<file path="src/rtl/rre_pkg.sv">
// Package of constants and types for the return and rotate execution block
`default_nettype none
package rre_pkg;
   // ----------------------------------------
   // Widths, depths and bit positions
   // ----------------------------------------
   localparam int PC_W = 15;         // Program counter width
   localparam int DATA_W = 8;        // Data word width
   localparam int FADDR_W = 7;       // File register address width
   localparam int SP_W = 3;          // Return stack pointer width
   localparam int STACK_DEPTH = 8;   // Return stack entries
   localparam int FILE_DEPTH = 128;  // File register count
   localparam int CARRY_POS = 7;     // Bit shifted out into carry
   localparam int IRQ_EN_POS = 7;    // Enable bit inside the irq control byte

   // ----------------------------------------
   // Operation select codes
   // ----------------------------------------
   localparam logic [1:0] OPC_RET_IRQ = 2'h0;  // return_from_interrupt_op
   localparam logic [1:0] OPC_RET_SUB = 2'h1;  // Subroutine return
   localparam logic [1:0] OPC_RET_LIT = 2'h2;  // return_with_literal_op
   localparam logic [1:0] OPC_ROT_LC = 2'h3;   // rotate_left_carry_op

   // ----------------------------------------
   // Destination select, reset values and cycle counts
   // ----------------------------------------
   localparam logic DEST_WORK = 1'b0;                   // Result to working_reg
   localparam logic DEST_FILE = 1'b1;                   // Result to file register
   localparam logic [PC_W-1:0] PC_RST = 15'h0000;       // Program counter after reset
   localparam logic [DATA_W-1:0] WORK_RST = 8'h00;      // working_reg after reset
   localparam logic [DATA_W-1:0] IRQCTL_RST = 8'h00;    // irq_control_reg after reset
   localparam logic [SP_W-1:0] SP_RST = 3'h0;           // Stack pointer after reset
   localparam int RET_CYCLES = 2;                       // Cycles of any return
   localparam int ROT_CYCLES = 2;                       // Cycles of a rotate incl. read

   // ----------------------------------------
   // Sequencer states, one-hot
   // ----------------------------------------
   typedef enum logic [1:0] {
      RRE_IDLE = 2'b01,    // Waiting for an operation
      RRE_FINISH = 2'b10   // Second cycle: commit results
   } rre_state_t;
endpackage
`default_nettype wire

</file>
<file path="src/rtl/rre_file_mem.sv">
// File register memory with a registered read port and one write port
`default_nettype none
module rre_file_mem
(
   input wire logic clk,                                 // Core clock
   input wire logic rst_n,                               // Async reset, active low
   input wire logic [rre_pkg::FADDR_W-1:0] rd_addr,      // Read address
   output logic [rre_pkg::DATA_W-1:0] rd_data,           // Read data, one cycle later
   input wire logic wr_en,                               // Write strobe
   input wire logic [rre_pkg::FADDR_W-1:0] wr_addr,      // Write address
   input wire logic [rre_pkg::DATA_W-1:0] wr_data        // Write data
);
   // Storage is not reset; only the read register is
   logic [rre_pkg::DATA_W-1:0] mem [rre_pkg::FILE_DEPTH];

   // ----------------------------------------
   // Write port
   // ----------------------------------------
   always_ff @(posedge clk)
   begin
      if (wr_en)
      begin
         mem[wr_addr] <= wr_data;
      end
   end

   // ----------------------------------------
   // Registered read port
   // ----------------------------------------
   always_ff @(posedge clk or negedge rst_n)
   begin
      if (!rst_n)
      begin
         rd_data <= '0;
      end
      else
      begin
         rd_data <= mem[rd_addr];
      end
   end
endmodule
`default_nettype wire

</file>
<file path="src/rtl/rre_exec.sv">
// Execution unit for the three returns and rotate left through carry
// Function
// - Interrupt return pops stack, loads program counter
// - Interrupt return sets global enable bit seven
// - Interrupt return: two cycles, flags kept
// - Subroutine return pops stack into counter
// - Subroutine return completes in two cycles
// - Literal return loads working_reg with literal
// - Literal return loads counter, two cycles
// - Rotate left through carry, carry into bit0
// - Destination zero working_reg, one file register
`default_nettype none
module rre_exec
(
   input wire logic MCLK,                                  // Core clock, 100 MHz
   input wire logic RESET_N,                               // Async reset, active low
   input wire logic OP_VALID,                              // Operation request, taken when idle
   input wire logic [1:0] OP_SEL,                          // Operation select code
   input wire logic [rre_pkg::DATA_W-1:0] OP_LITERAL,      // Literal of the literal return
   input wire logic [rre_pkg::FADDR_W-1:0] OP_FADDR,       // File register address of rotate
   input wire logic OP_DEST,                               // Destination select of rotate
   input wire logic CALL_PUSH,                             // Push a return address
   input wire logic [rre_pkg::PC_W-1:0] CALL_ADDR,         // Address pushed
   input wire logic IRQ_ENTRY,                             // Core clears global enable
   input wire logic FILE_WR,                               // Core writes a file register
   input wire logic [rre_pkg::FADDR_W-1:0] FILE_WADDR,     // Core write address
   input wire logic [rre_pkg::DATA_W-1:0] FILE_WDATA,      // Core write data
   output logic [rre_pkg::PC_W-1:0] PC_Q,                  // Program counter
   output logic [rre_pkg::DATA_W-1:0] WORK_Q,              // working_reg
   output logic CARRY_Q,                                   // Carry flag
   output logic [rre_pkg::DATA_W-1:0] IRQCTL_Q,            // irq_control_reg
   output logic [rre_pkg::SP_W-1:0] SP_Q,                  // Return stack pointer
   output logic BUSY_Q,                                    // Operation in progress
   output logic DONE_Q                                     // One-cycle completion pulse
);
   // ----------------------------------------
   // Helper functions
   // ----------------------------------------
   // Pointer one entry back; wraps, as the stack has no underflow trap
   function automatic logic [rre_pkg::SP_W-1:0] sp_back(input logic [rre_pkg::SP_W-1:0] sp);
      sp_back = sp - 3'h1;
   endfunction

   // Rotate left through carry: {new carry, result}
   function automatic logic [rre_pkg::DATA_W:0] rot_lc(input logic [rre_pkg::DATA_W-1:0] v,
                                                      input logic c);
      rot_lc = {v[rre_pkg::CARRY_POS], v[rre_pkg::DATA_W-2:0], c};
   endfunction

   // ----------------------------------------
   // State declarations
   // ----------------------------------------
   rre_pkg::rre_state_t state_q, state_d;               // Sequencer state
   logic [1:0] sel_q, sel_d;                            // Latched op select
   logic [rre_pkg::DATA_W-1:0] lit_q, lit_d;            // Latched literal
   logic [rre_pkg::FADDR_W-1:0] fa_q, fa_d;             // Latched file address
   logic dest_q, dest_d;                                // Latched destination
   logic [rre_pkg::PC_W-1:0] top_q, top_d;              // Popped stack_top value
   logic [rre_pkg::PC_W-1:0] pc_d;                      // Next program counter
   logic [rre_pkg::DATA_W-1:0] work_d;                  // Next working_reg
   logic carry_d;                                       // Next carry
   logic [rre_pkg::DATA_W-1:0] irqctl_d;                // Next irq control
   logic [rre_pkg::SP_W-1:0] sp_d;                      // Next stack pointer
   logic busy_d;                                        // Next busy
   logic done_d;                                        // Next done pulse
   logic [rre_pkg::PC_W-1:0] stack_q [rre_pkg::STACK_DEPTH];  // Return stack
   logic push_en;                                       // Stack write this cycle
   logic accept;                                        // Operation taken this cycle
   logic is_ret;                                        // Accepted op is a return
   logic [rre_pkg::DATA_W-1:0] mem_rd;                  // File register read data
   logic [rre_pkg::DATA_W:0] rot_res;                   // Rotate carry and result
   logic mem_we;                                        // Memory write strobe
   logic [rre_pkg::FADDR_W-1:0] mem_wa;                 // Memory write address
   logic [rre_pkg::DATA_W-1:0] mem_wd;                  // Memory write data

   // ----------------------------------------
   // File register memory
   // ----------------------------------------
   rre_file_mem u_mem
   (
      .clk(MCLK),
      .rst_n(RESET_N),
      .rd_addr(OP_FADDR),
      .rd_data(mem_rd),
      .wr_en(mem_we),
      .wr_addr(mem_wa),
      .wr_data(mem_wd)
   );

   // ----------------------------------------
   // Next-state logic
   // ----------------------------------------
   // Reading the file register costs the first cycle, so the rotate commits in the second
   always_comb
   begin
      accept = OP_VALID && (state_q == rre_pkg::RRE_IDLE);
      is_ret = (OP_SEL != rre_pkg::OPC_ROT_LC);
      // A push that meets an accepted op is dropped; the core never issues both
      push_en = CALL_PUSH && !accept;
      rot_res = rot_lc(mem_rd, CARRY_Q);
      state_d = state_q;
      sel_d = sel_q;
      lit_d = lit_q;
      fa_d = fa_q;
      dest_d = dest_q;
      top_d = top_q;
      pc_d = PC_Q;
      work_d = WORK_Q;
      carry_d = CARRY_Q;
      irqctl_d = IRQCTL_Q;
      sp_d = SP_Q;
      busy_d = 1'b0;
      done_d = 1'b0;
      mem_we = FILE_WR;
      mem_wa = FILE_WADDR;
      mem_wd = FILE_WDATA;
      // Core clears global enable on interrupt entry; a set below wins
      if (IRQ_ENTRY)
      begin
         irqctl_d[rre_pkg::IRQ_EN_POS] = 1'b0;
      end
      if (push_en)
      begin
         sp_d = SP_Q + 3'h1;
      end
      case (state_q)
         rre_pkg::RRE_IDLE:
         begin
            if (accept)
            begin
               sel_d = OP_SEL;
               lit_d = OP_LITERAL;
               fa_d = OP_FADDR;
               dest_d = OP_DEST;
               state_d = rre_pkg::RRE_FINISH;
               busy_d = 1'b1;
               if (is_ret)
               begin
                  sp_d = sp_back(SP_Q);
                  top_d = stack_q[sp_back(SP_Q)];
               end
            end
         end
         rre_pkg::RRE_FINISH:
         begin
            state_d = rre_pkg::RRE_IDLE;
            done_d = 1'b1;
            if (sel_q == rre_pkg::OPC_ROT_LC)
            begin
               carry_d = rot_res[rre_pkg::DATA_W];
               if (dest_q == rre_pkg::DEST_WORK)
               begin
                  work_d = rot_res[rre_pkg::DATA_W-1:0];
               end
               else
               begin
                  mem_we = 1'b1;
                  mem_wa = fa_q;
                  mem_wd = rot_res[rre_pkg::DATA_W-1:0];
               end
            end
            else
            begin
               pc_d = top_q;
               if (sel_q == rre_pkg::OPC_RET_IRQ)
               begin
                  irqctl_d[rre_pkg::IRQ_EN_POS] = 1'b1;
               end
               if (sel_q == rre_pkg::OPC_RET_LIT)
               begin
                  work_d = lit_q;
               end
            end
         end
         default:
         begin
            state_d = rre_pkg::RRE_IDLE;
         end
      endcase
   end

   // ----------------------------------------
   // Registers
   // ----------------------------------------
   always_ff @(posedge MCLK or negedge RESET_N)
   begin
      if (!RESET_N)
      begin
         state_q <= rre_pkg::RRE_IDLE;
         sel_q <= rre_pkg::OPC_RET_IRQ;
         lit_q <= rre_pkg::WORK_RST;
         fa_q <= '0;
         dest_q <= rre_pkg::DEST_WORK;
         top_q <= rre_pkg::PC_RST;
         PC_Q <= rre_pkg::PC_RST;
         WORK_Q <= rre_pkg::WORK_RST;
         CARRY_Q <= 1'b0;
         IRQCTL_Q <= rre_pkg::IRQCTL_RST;
         SP_Q <= rre_pkg::SP_RST;
         BUSY_Q <= 1'b0;
         DONE_Q <= 1'b0;
         for (int i = 0; i < rre_pkg::STACK_DEPTH; i++)
         begin
            stack_q[i] <= rre_pkg::PC_RST;
         end
      end
      else
      begin
         state_q <= state_d;
         sel_q <= sel_d;
         lit_q <= lit_d;
         fa_q <= fa_d;
         dest_q <= dest_d;
         top_q <= top_d;
         PC_Q <= pc_d;
         WORK_Q <= work_d;
         CARRY_Q <= carry_d;
         IRQCTL_Q <= irqctl_d;
         SP_Q <= sp_d;
         BUSY_Q <= busy_d;
         DONE_Q <= done_d;
         // Push writes the entry at the pointer, then the pointer advances
         if (push_en)
         begin
            stack_q[SP_Q] <= CALL_ADDR;
         end
      end
   end
endmodule
`default_nettype wire

</file>
<file path="config.mk">
export PLATFORM = sky130hd
export DESIGN_NAME = rre_exec
export DESIGN_NICKNAME = d
export VERILOG_FILES = /design/src/rtl/rre_pkg.sv /design/src/rtl/rre_file_mem.sv /design/src/rtl/rre_exec.sv
export SDC_FILE = /design/constraint.sdc
export NUM_CORES = 1
export LEC_CHECK = 0
export ABC_CLOCK_PERIOD_IN_PS = 9800
export BUFFER_PORTS_ARGS = -buffer_cell sky130_fd_sc_hd__buf_4
export CORE_MARGIN = 2
export CORE_UTILIZATION = 45
export CTS_BUF_LIST = sky130_fd_sc_hd__clkbuf_4 sky130_fd_sc_hd__clkbuf_8
export DETAILED_ROUTE_END_ITERATION = 16
export GPL_ROUTABILITY_DRIVEN = 0
export HOLD_SLACK_MARGIN = 0.06
export PLACE_DENSITY = 0.63
export SLEW_MARGIN = 20
export SYNTH_ARGS = -nofsm -noshare
export SYNTH_HDL_FRONTEND = slang
export SYNTH_SLANG_ARGS = --single-unit
</file>
<file path="constraint.sdc">
create_clock -name MCLK -period 9.8 [get_ports MCLK]
set_input_delay 1.96 -clock MCLK [delete_from_list [all_inputs] [get_ports MCLK]]
set_output_delay 1.96 -clock MCLK [all_outputs]
set_load 0.02 [all_outputs]
</file>
[After elaboration in Yosys (flattened, before gate mapping)]
Memory sizes are Yosys's and may differ from the RTL's. A register that Yosys moved wholly into a read port is not among the register bits.
Index checks and enable logic that the tools add are counted.
Operators by class
  muxes and demuxes: 33
  $add $sub $neg: 2
  order comparisons: 3
  reductions and logical operators: 12
  eq/ne operators: 7
  bitwise logic cells: 3
Operators by type and width (number)
  $bwmux W120: 1
  $mux W8: 6
  $bmux W15 S3: 1
  $demux W15 S3: 1
  $mux W15: 3
  $mux W7: 3
  $mux W1: 12
  $mux W3: 4
  $ge A4 B4 Y1 const B: 2
  $not A3 Y4: 2
  $eq A2 B2 Y1 const B: 3
  $ne A2 B2 Y1 const B: 3
  $reduce_and A2 Y1: 3
  $reduce_and A3 Y1: 2
  $lt A4 B1 Y1 const B: 1
  $mux W2: 2
  $add A3 B1 Y3 const B: 1
  $logic_and A1 B1 Y1: 3
  $sub A3 B1 Y3 const B: 1
  $eq A2 B1 Y1 const B: 1
  $logic_not A1 Y1: 2
  $logic_not A2 Y1: 1
  $reduce_bool A2 Y1: 1
  $not A1 Y1: 1
Word-level totals
  register bits: 185
  bits in writable memories: 1024
  memories kept: 1
  logic and storage cells: 82
  output and inout port bits: 37
Memories
  u_mem.mem: depth 128, width 8, read ports 1, clocked after Yosys merged registers in 1, write ports 1, RTL line rre_file_mem.sv:14  | logic [rre_pkg::DATA_W-1:0] mem [rre_pkg::FILE_DEPTH];

[Depth between registers and ports, before layout]
Gate-level depths: netlist (run 1).
  depth in word-level cells: 8
  gate-level depth with buffers: 8
  mapped depth without buffers: 5

[Hierarchy]
From an unflattened synthesis (run 1), not the netlist that was laid out.
Unflattened totals
  cells, all modules: 2260
  area total of the unflattened synthesis: 48014.8 um^2
Modules (own cells, without submodules)
  rre_file_mem: seq. area each 30949.7 um^2, area an instance 39701.8 um^2, instances 1, cells an instance 1635
  rre_exec: seq. area each 4630.7 um^2, area an instance 8313.0 um^2, instances 1, cells an instance 625

[Worst setup path after synthesis (run 1)]
OpenSTA, ideal clock, no wires.
  path type: in2reg
  from: input port OP_FADDR[0] (netlist name)
  to: register u_mem.rd_data[0] (netlist name) (read register of u_mem.mem)
  setup slack: 5308 ps
  arrival: 4367 ps
  buffers on the path: 2
  stages on the path: 6
  library setup time: 125 ps
  path through: clkbuf_1 > clkbuf_1 > mux4_2 > mux4_2 > mux4_2 > mux2_2
RTL lines
  start: declaration: RTL line rre_exec.sv:20  | input wire logic [rre_pkg::FADDR_W-1:0] OP_FADDR,
  end: declaration: RTL line rre_file_mem.sv:8  | output logic [rre_pkg::DATA_W-1:0] rd_data,

==> impl_metrics.tcl, run 1 <==
set metrics [dict create \
    outcome "finished, final reports clean" \
    grt_use_total_pct 21.6 \
    area_taken_by_multi_input_logic_gates_um2 12000 \
    die-height_um 331 \
    place_worst_setup_slack_ns 4.12 \
    yosys.area_share.simple_pct 2.49 \
    fin_skew_ns 0.0569 \
    fin_util_pct 51.4 \
    synth_top_cell_area_share_pct 64.1 \
    tns_ns 0 \
    reg2reg_from "sel_q[0]" \
    h-tree-depth 4 \
    crit_path_category "input pin to flip-flop" \
    yosys-mux-area-fraction_pct 21.0 \
    routed_wirelength_um 115000 \
    final_nets 2514 \
    cp.arrival_ns 5.49 \
    worst_slew_pin_slew_ns 1.16 \
    post_detailed_route_via_to_cell_ratio 5.93 \
    wire_length_of_the_first_global_routing_pass_um 169000 \
    hold_end "top_q[0]" \
    synth_area_leader_cell "edfxtp_1" \
    core_area_um2 106000 \
    std_cell_rows 119 \
    power_leakage_nw 18.1 \
    gr_busiest_metal "met2" \
    max-slew-margin-rel_pct 22.3 \
    synth.yosys.seq_area_share_pct 74.2 \
    post_synth_main_area_contributors "edfxtp_1 (64%), mux4_2 (17%), dfrtp_1 (10%)" \
    grt_setup_unrepaired "false" \
    remaining_drc_errors 0 \
    cts-hold-fix-buffers 0 \
    floorplan.initialDensity_pct 45.5 \
    cts_made_buffers 190 \
    cap_violations 0 \
    grt_pass1_vias 24600 \
    vias 23700 \
    portBuffers 83 \
    timing.critical_path.required_ns 10.55 \
    filler_cell_count 8186 \
    fmax_mhz 211 \
    hold_depth 2 \
    globalRouteOverflowTotal 0 \
    clk_path_buf_depth 3 \
    count_leader_synth "edfxtp_1" \
    worst_setup_hold_path_clk_slew_ns 0.06 \
    grt_antenna_before_repair 8 \
    combinational_family_with_the_most_area_after_synthesis "multiplexers" \
    synthArstFlopShare_pct 15.9 \
    endpoint_kind "flip-flop" \
    slew_violations 0 \
    syn_avg_cell_area_um2 21.3 \
    groute.layer.met2.usage_pct 34.0 \
    globalRouteMet1Util_pct 30.7 \
    setup_violations 0 \
    clock_latency_ns 0.87 \
    critical_path.max_fanout 78 \
    timing.final.ws_setup_ns 5.06 \
    cp-start-kind "input pin" \
    hold_path_startpoint "top_q[0]" \
    root_buffer "clkbuf_8" \
    avg_wl_per_cell_um 28.8 \
    regArea_um2 35600 \
    ys.flop_type "edfxtp_1" \
    type_of_the_most_critical_hold_path "flip-flop to flip-flop" \
    clkSinkCount 1217 \
    finalWorstPathRequiredPeriod_ns 4.74 \
    yosysUniqueCellTypes 40 \
    setup_fix_buffers_added_after_clock_tree_synthesis 0 \
    post_synthesis_compound_gate_area_fraction_pct 0.897 \
    r2r_end "u_mem.mem[123][7]" \
    power_density_nw_per_um2 222 \
    die_w_um 331 \
    min_period_over_period_pct 48.4 \
    combined_area_of_all_synthesized_cells_um2 48000 \
    dp_hpwl_um 69700 \
    fraction_of_layout_instances_using_a_drive_strength_above_1_pct 38.7 \
    ys.warnings.count 0 \
    area_growth_syn_to_layout_pct 13.2 \
    r2r_slack_ns 5.99 \
    grtUsageMet3_pct 4.54 \
    number_of_hold_violations_in_the_final_report 0 \
    fp.dieArea_um2 109000 \
    reg2reg_depth 5 \
    yosys_register_bits 1217 \
    boundaryPins 91 \
    grt_max_degree 152 \
    post_cts_resize_count 0 \
    post_synth_fa_ha_maj_area_fraction_pct 0.0522 \
    post_synth_inst_count 2256 \
    route.antenna.remaining_nets 0 \
    irDropWorstVdd_mv 0.153 \
    detail_route.first_pass.iterations 8 \
    cts_tree "built" \
    synth.cells.most_frequent "edfxtp_1 (1,024), mux4_2 (366), dfrtp_1 (192), mux2_2 (144), nand2_1 (113)" \
    drt-initial-drc-count 2607 \
    synth_edf_count 1024 \
    synth-xor-area-share_pct 0.0548 \
]
==> cell usage in the layout, fill, tap and decap left out, types with 4 or more instances in the layout <==
cell / instances
nor2_2: 19
o21ai_0: 28
clkinv_1: 36
buf_4: 127
inv_12: 6
clkinv_2: 23
nor4_1: 7
buf_6: 4
nand2_1: 105
dfrtp_1: 191
o22ai_1: 14
edfxtp_1: 1024
a21oi_1: 11
conb_1: 7
clkinvlp_4: 6
nor3_1: 24
nor2_1: 91
clkbuf_4: 70
clkbuf_8: 198
o22ai_2: 9
nand2_4: 8
a211oi_1: 5
nand2b_1: 6
mux2i_1: 23
mux4_2: 366
nor3_2: 6
mux2_2: 144
inv_1: 8
==> state kept, by name (all words and copies together), names as in the netlist, 2 cells and up <==
register       count
u_mem.mem       1024
stack_q          120
PC_Q              15
top_q             15
WORK_Q             8
lit_q              8
u_mem.rd_data      8
fa_q               7
SP_Q               3
sel_q              2
state_q            2
==> power by group <==
group	internal, mW	total [mW]	switching [mW]	leakage, nW
logic	0.835	1.63	0.796	4.54
registers	5.99	6.22	0.231	11.6
clock network	2.24	4.21	1.97	2.01
total	9.06	12.1	3.00	18.1
==> cell type report <==
cell class / count / share of cell area, %
repair buffers: 137 / 2.05
flip-flops and latches: 1217 / 65.5
clock buffers: 268 / 5.99
clock inverters: 78 / 0.995
diodes: 1 / 0.00461
well taps: 1391 / 3.20
inverters: 9 / 0.0622
multi-input cells: 903 / 22.2
==> per-layer routing <==
layer,vias up,share of wire (%)
met5,-,0.011
met4,2,2.2
met3,194,8.2
met2,1071,48
met1,12800,42
li1,9702,-
==> critical path, stage by stage <==
cell and delay, ns:
buf_8 0.56, buf_4 0.77, mux4_2 0.61, mux4_2 0.53, mux4_2 0.51, mux2_2 0.29
==> metrics by stage <==
| stage | std cells | hold WS, ns | area [um^2] | total power, mW |
|---|---|---|---|---|
| 2_1_floorplan | 2262 | 0.445 | 48000 | 7.41 |
| 3_3_place_gp | 3656 | 0.460 | 50400 | 7.89 |
| 3_5_place_dp | 3656 | 0.472 | 50400 | 7.98 |
| 4_1_cts | 4002 | 0.485 | 54200 | 12.2 |
| 5_1_grt | 4004 | 0.511 | 54300 | 12.5 |
| 6_report | 4004 | 0.480 | 54300 | 12.1 |
==> logic make-up after synthesis <==
kind of cell | count (synthesis)
flip-flops | 1217
multiplexers | 533
AND/OR/NAND/NOR | 285
buffers and inverters | 142
AO/OA/AOI/OAI | 73
XOR/XNOR | 3
adder cells (fa/ha/maj) | 2
other | 1
==> worst max-delay path by stage <==
| stage | from | end | slack (ns) | cells past startpoint |
|---|---|---|---|---|
| after floorplan | OP_FADDR[0] | u_mem.rd_data[0] | 5.31 | 6 |
| after global placement | OP_FADDR[0] | u_mem.rd_data[0] | 4.12 | 6 |
| after detailed placement | OP_FADDR[0] | u_mem.rd_data[3] | 4.12 | 6 |
| after CTS | OP_FADDR[0] | u_mem.rd_data[3] | 5.07 | 6 |
| after global routing | OP_FADDR[0] | u_mem.rd_data[3] | 4.88 | 6 |
| final | OP_FADDR[0] | u_mem.rd_data[3] | 5.06 | 6 |
Power figures use the tool's default switching activity.
==> run 2, diff against run 1 <==
--- a/config.mk
+++ b/config.mk
@@ -5,7 +5,8 @@
 export SDC_FILE = /design/constraint.sdc
 export NUM_CORES = 1
 export LEC_CHECK = 0
-export ABC_CLOCK_PERIOD_IN_PS = 9800
+export ABC_AREA = 1
+export ABC_CLOCK_PERIOD_IN_PS = 4800
 export BUFFER_PORTS_ARGS = -buffer_cell sky130_fd_sc_hd__buf_4
 export CORE_MARGIN = 2
 export CORE_UTILIZATION = 45
==> constraint.sdc (replaced) <==
create_clock -name MCLK -period 4.8 [get_ports MCLK]
set_input_delay 0.96 -clock MCLK [delete_from_list [all_inputs] [get_ports MCLK]]
set_output_delay 0.96 -clock MCLK [all_outputs]
set_load 0.02 [all_outputs]
==> run 2 against run 1 <==
  * Clock power increased by 110%
  * Combinational power is 110% higher
  * Register-to-register slack lost 5.2 ns
  * Largest power group unchanged
==> impl_metrics.tcl, run 2 <==
set metrics [dict create \
    h-tree-depth 4 \
    r2r_slack_ns 0.82 \
    setup_violations 0 \
    fin_skew_ns 0.0440 \
    setup_fix_buffers_added_after_clock_tree_synthesis 0 \
    fmax_mhz 251 \
    slew_violations 0 \
    synth_edf_count 1024 \
    number_of_hold_violations_in_the_final_report 0 \
    synthArstFlopShare_pct 15.9 \
    endpoint_kind "flip-flop" \
    die_w_um 337 \
    final_nets 4569 \
    vias 33800 \
    yosys_register_bits 1217 \
    max-slew-margin-rel_pct 26.4 \
    post_detailed_route_via_to_cell_ratio 5.49 \
    worst_setup_hold_path_clk_slew_ns 0.06 \
    irDropWorstVdd_mv 0.293 \
    root_buffer "clkbuf_8" \
    grt_pass1_vias 31700 \
    final_common_cell "nand2_1" \
    ys.warnings.count 0 \
    crit_start "sel_q[0]" \
    worstPathCellList "nand2_2 > nor2_4 > nand2_4 > nand2_1 > o21ai_1 > nor2_1 > nand2_1 > nor3_1" \
    boundaryPins 91 \
    synth_top_cell_area_share_pct 61.7 \
    final_cell_mix "nand2_1 (1,425), edfxtp_1 (1,024), nand3_1 (948), clkbuf_8 (214), dfrtp_1 (191)" \
    std_cell_rows 122 \
    post_synth_inst_count 4465 \
    tns_ns 0 \
    cp_common_cell "nand2_1" \
    post_cts_resize_count 0 \
    routed_wirelength_um 128000 \
    place.detailed.instances 5802 \
    r2r_end "u_mem.mem[90][2]" \
    floorplan.initialDensity_pct 45.2 \
    critPathMaxStageDelay_ns 0.95 \
    reg2reg_from "sel_q[0]" \
    clk_path_buf_depth 3 \
    reg2reg_depth 8 \
    grt_use_total_pct 22.5 \
    clkSinkCount 1217 \
    critical_path.max_fanout 24 \
    regMostFlops "u_mem.mem" \
    portBuffers 83 \
    cts-hold-fix-buffers 0 \
    type_of_the_most_critical_hold_path "input pin to async pin" \
    critical-path-slowest-cell "nor3_1" \
    grt_setup_unrepaired "false" \
    route.antenna.remaining_nets 0 \
    wire_length_of_the_first_global_routing_pass_um 193000 \
    core_area_um2 110000 \
    crit_path_category "flip-flop to flip-flop" \
    synth.yosys.seq_area_share_pct 71.4 \
    outcome "finished, final reports clean" \
    grt_max_degree 189 \
    syn_avg_cell_area_um2 11.2 \
    finalWorstPathRequiredPeriod_ns 3.98 \
    drt-initial-drc-count 3742 \
    fin_cells 6161 \
    synth.cells.most_frequent "nand2_1 (1,425), edfxtp_1 (1,024), nand3_1 (948), dfrtp_1 (192), nor2_1 (188)" \
    detail_route.first_pass.iterations 6 \
    min_period_over_period_pct 82.9 \
    worst_slew_pin_slew_ns 1.10 \
    timing.critical_path.required_ns 5.29 \
    largest_register_ffs 1024 \
    fraction_of_layout_instances_using_a_drive_strength_above_1_pct 10.6 \
    fp.dieArea_um2 113000 \
    yosysUniqueCellTypes 42 \
    synth_area_leader_cell "edfxtp_1" \
    ys.flop_type "edfxtp_1" \
    count_leader_synth "nand2_1" \
    area_growth_syn_to_layout_pct 11.9 \
    cap_violations 0 \
    die-height_um 337 \
    buf_inv_on_cp 0 \
    remaining_drc_errors 0 \
    cp.arrival_ns 4.47 \
    path_depth 8 \
    worst_setup_path_endpoint "u_mem.mem[90][2]" \
    cts_made_buffers 197 \
    avg_wl_per_cell_um 20.8 \
    cp-start-kind "flip-flop" \
    post_synth_main_area_contributors "edfxtp_1 (62%), nand2_1 (11%), dfrtp_1 (9.6%)" \
    globalRouteOverflowTotal 0 \
    clock_latency_ns 0.87 \
    cts_tree "built" \
    biggestRegsByFlops "u_mem.mem (1024), stack_q (120)" \
    power_leakage_nw 20.7 \
    grt_antenna_before_repair 3 \
    path_delay_family "simple AND/OR/NAND/NOR gates" \
    power_density_nw_per_um2 446 \
    dp_hpwl_um 68500 \
    combined_area_of_all_synthesized_cells_um2 49800 \
]
## run 2: cell types whose count changed in the layout (fill, tap and decap cells not counted), sizes merged, moves of 14 or more
| cell | change |
|---|---|
| o21ai | +152 |
| nor2 | +84 |
| clkbuf | +23 |
| nand4 | +14 |
| mux2i | -23 |
| inv | +58 |
| nand3 | +946 |
| a21oi | +31 |
| mux2 | -129 |
| nor3 | -27 |
| mux4 | -366 |
| nand2 | +1315 |
## run 2: final cells by class
type                       instances  area, um^2
fill                            9772       54500
clock inverter                    67         399
sequential                      1217       35600
antenna                            3        7.51
multi-input combinational       2883       12800
timing repair buffer             142        1260
inverter                          72         288
clock buffer                     289        3500
tap                             1488        1860
## run 2: how the worst min path moves through the flow
stage	depth (start not counted)	slack [ns]	endpoint
floorplan	2	0.43	CARRY_Q
global placement	2	0.46	stack_q[82]
detailed placement	2	0.47	stack_q[87]
CTS	1	0.16	stack_q[6]
global route	1	0.21	top_q[12]
finish	1	0.19	stack_q[57]
## run 2: worst reg2reg max path, cell delays in order (launching register included)
cell and delay [ns]:
dfrtp_1 0.55, nand2_2 0.23, nor2_4 0.20, nand2_4 0.25
nand2_1 0.21, o21ai_1 0.13, nor2_1 0.64, nand2_1 0.44
nor3_1 0.95
## run 2: routing by layer
layer,part of all wire (%),up-vias,routed length (um),GRT usage [%]
met4,2.7,2,3410,7.77
met1,43,16500,55600,32.4
met5,0.0086,-,11,0
met2,46,1418,58600,34.3
met3,8.3,221,10700,4.31
li1,-,15700,-,-
## run 2: stage by stage
| stage | instance area [um^2] | power (mW) | hold slack (ns) | worst slack, ns | util [%] |
|---|---|---|---|---|---|
| 6_report | 55700 | 24.9 | 0.187 | 0.820 | 50.6 |
| 4_1_cts | 55700 | 25.0 | 0.162 | 0.694 | 50.6 |
| 2_1_floorplan | 49800 | 15.0 | 0.430 | 1.42 | - |
| 5_1_grt | 55700 | 25.9 | 0.209 | 0.570 | 50.6 |
| 3_3_place_gp | 51800 | 16.2 | 0.461 | 0.658 | 47.0 |
| 3_5_place_dp | 51800 | 16.3 | 0.469 | 0.722 | 47.0 |
## run 2: logic make-up (layout without fill, tap and decap cells)
| kind of cell | Yosys count | after routing | synth area share [%] |
|---|---|---|---|
| other | 1 | 10 | 0.00753 |
| AO/OA/AOI/OAI | 264 | 264 | 2.93 |
| AND/OR/NAND/NOR | 2592 | 2592 | 22.1 |
| buffers and inverters | 371 | 570 | 3.10 |
| adder cells (fa/ha/maj) | 2 | 2 | 0.0502 |
| XOR/XNOR | 3 | 3 | 0.0528 |
| multiplexers | 15 | 15 | 0.339 |
| flip-flops | 1217 | 1217 | 71.4 |
## run 2: where the power goes
group / switching (mW) / leakage (nW) / internal (mW) / total (mW)
Clock: 4.07 / 2.05 / 4.77 / 8.84
Sequential: 0.382 / 11.6 / 12.2 / 12.6
Combinational: 2.32 / 7.10 / 1.15 / 3.48
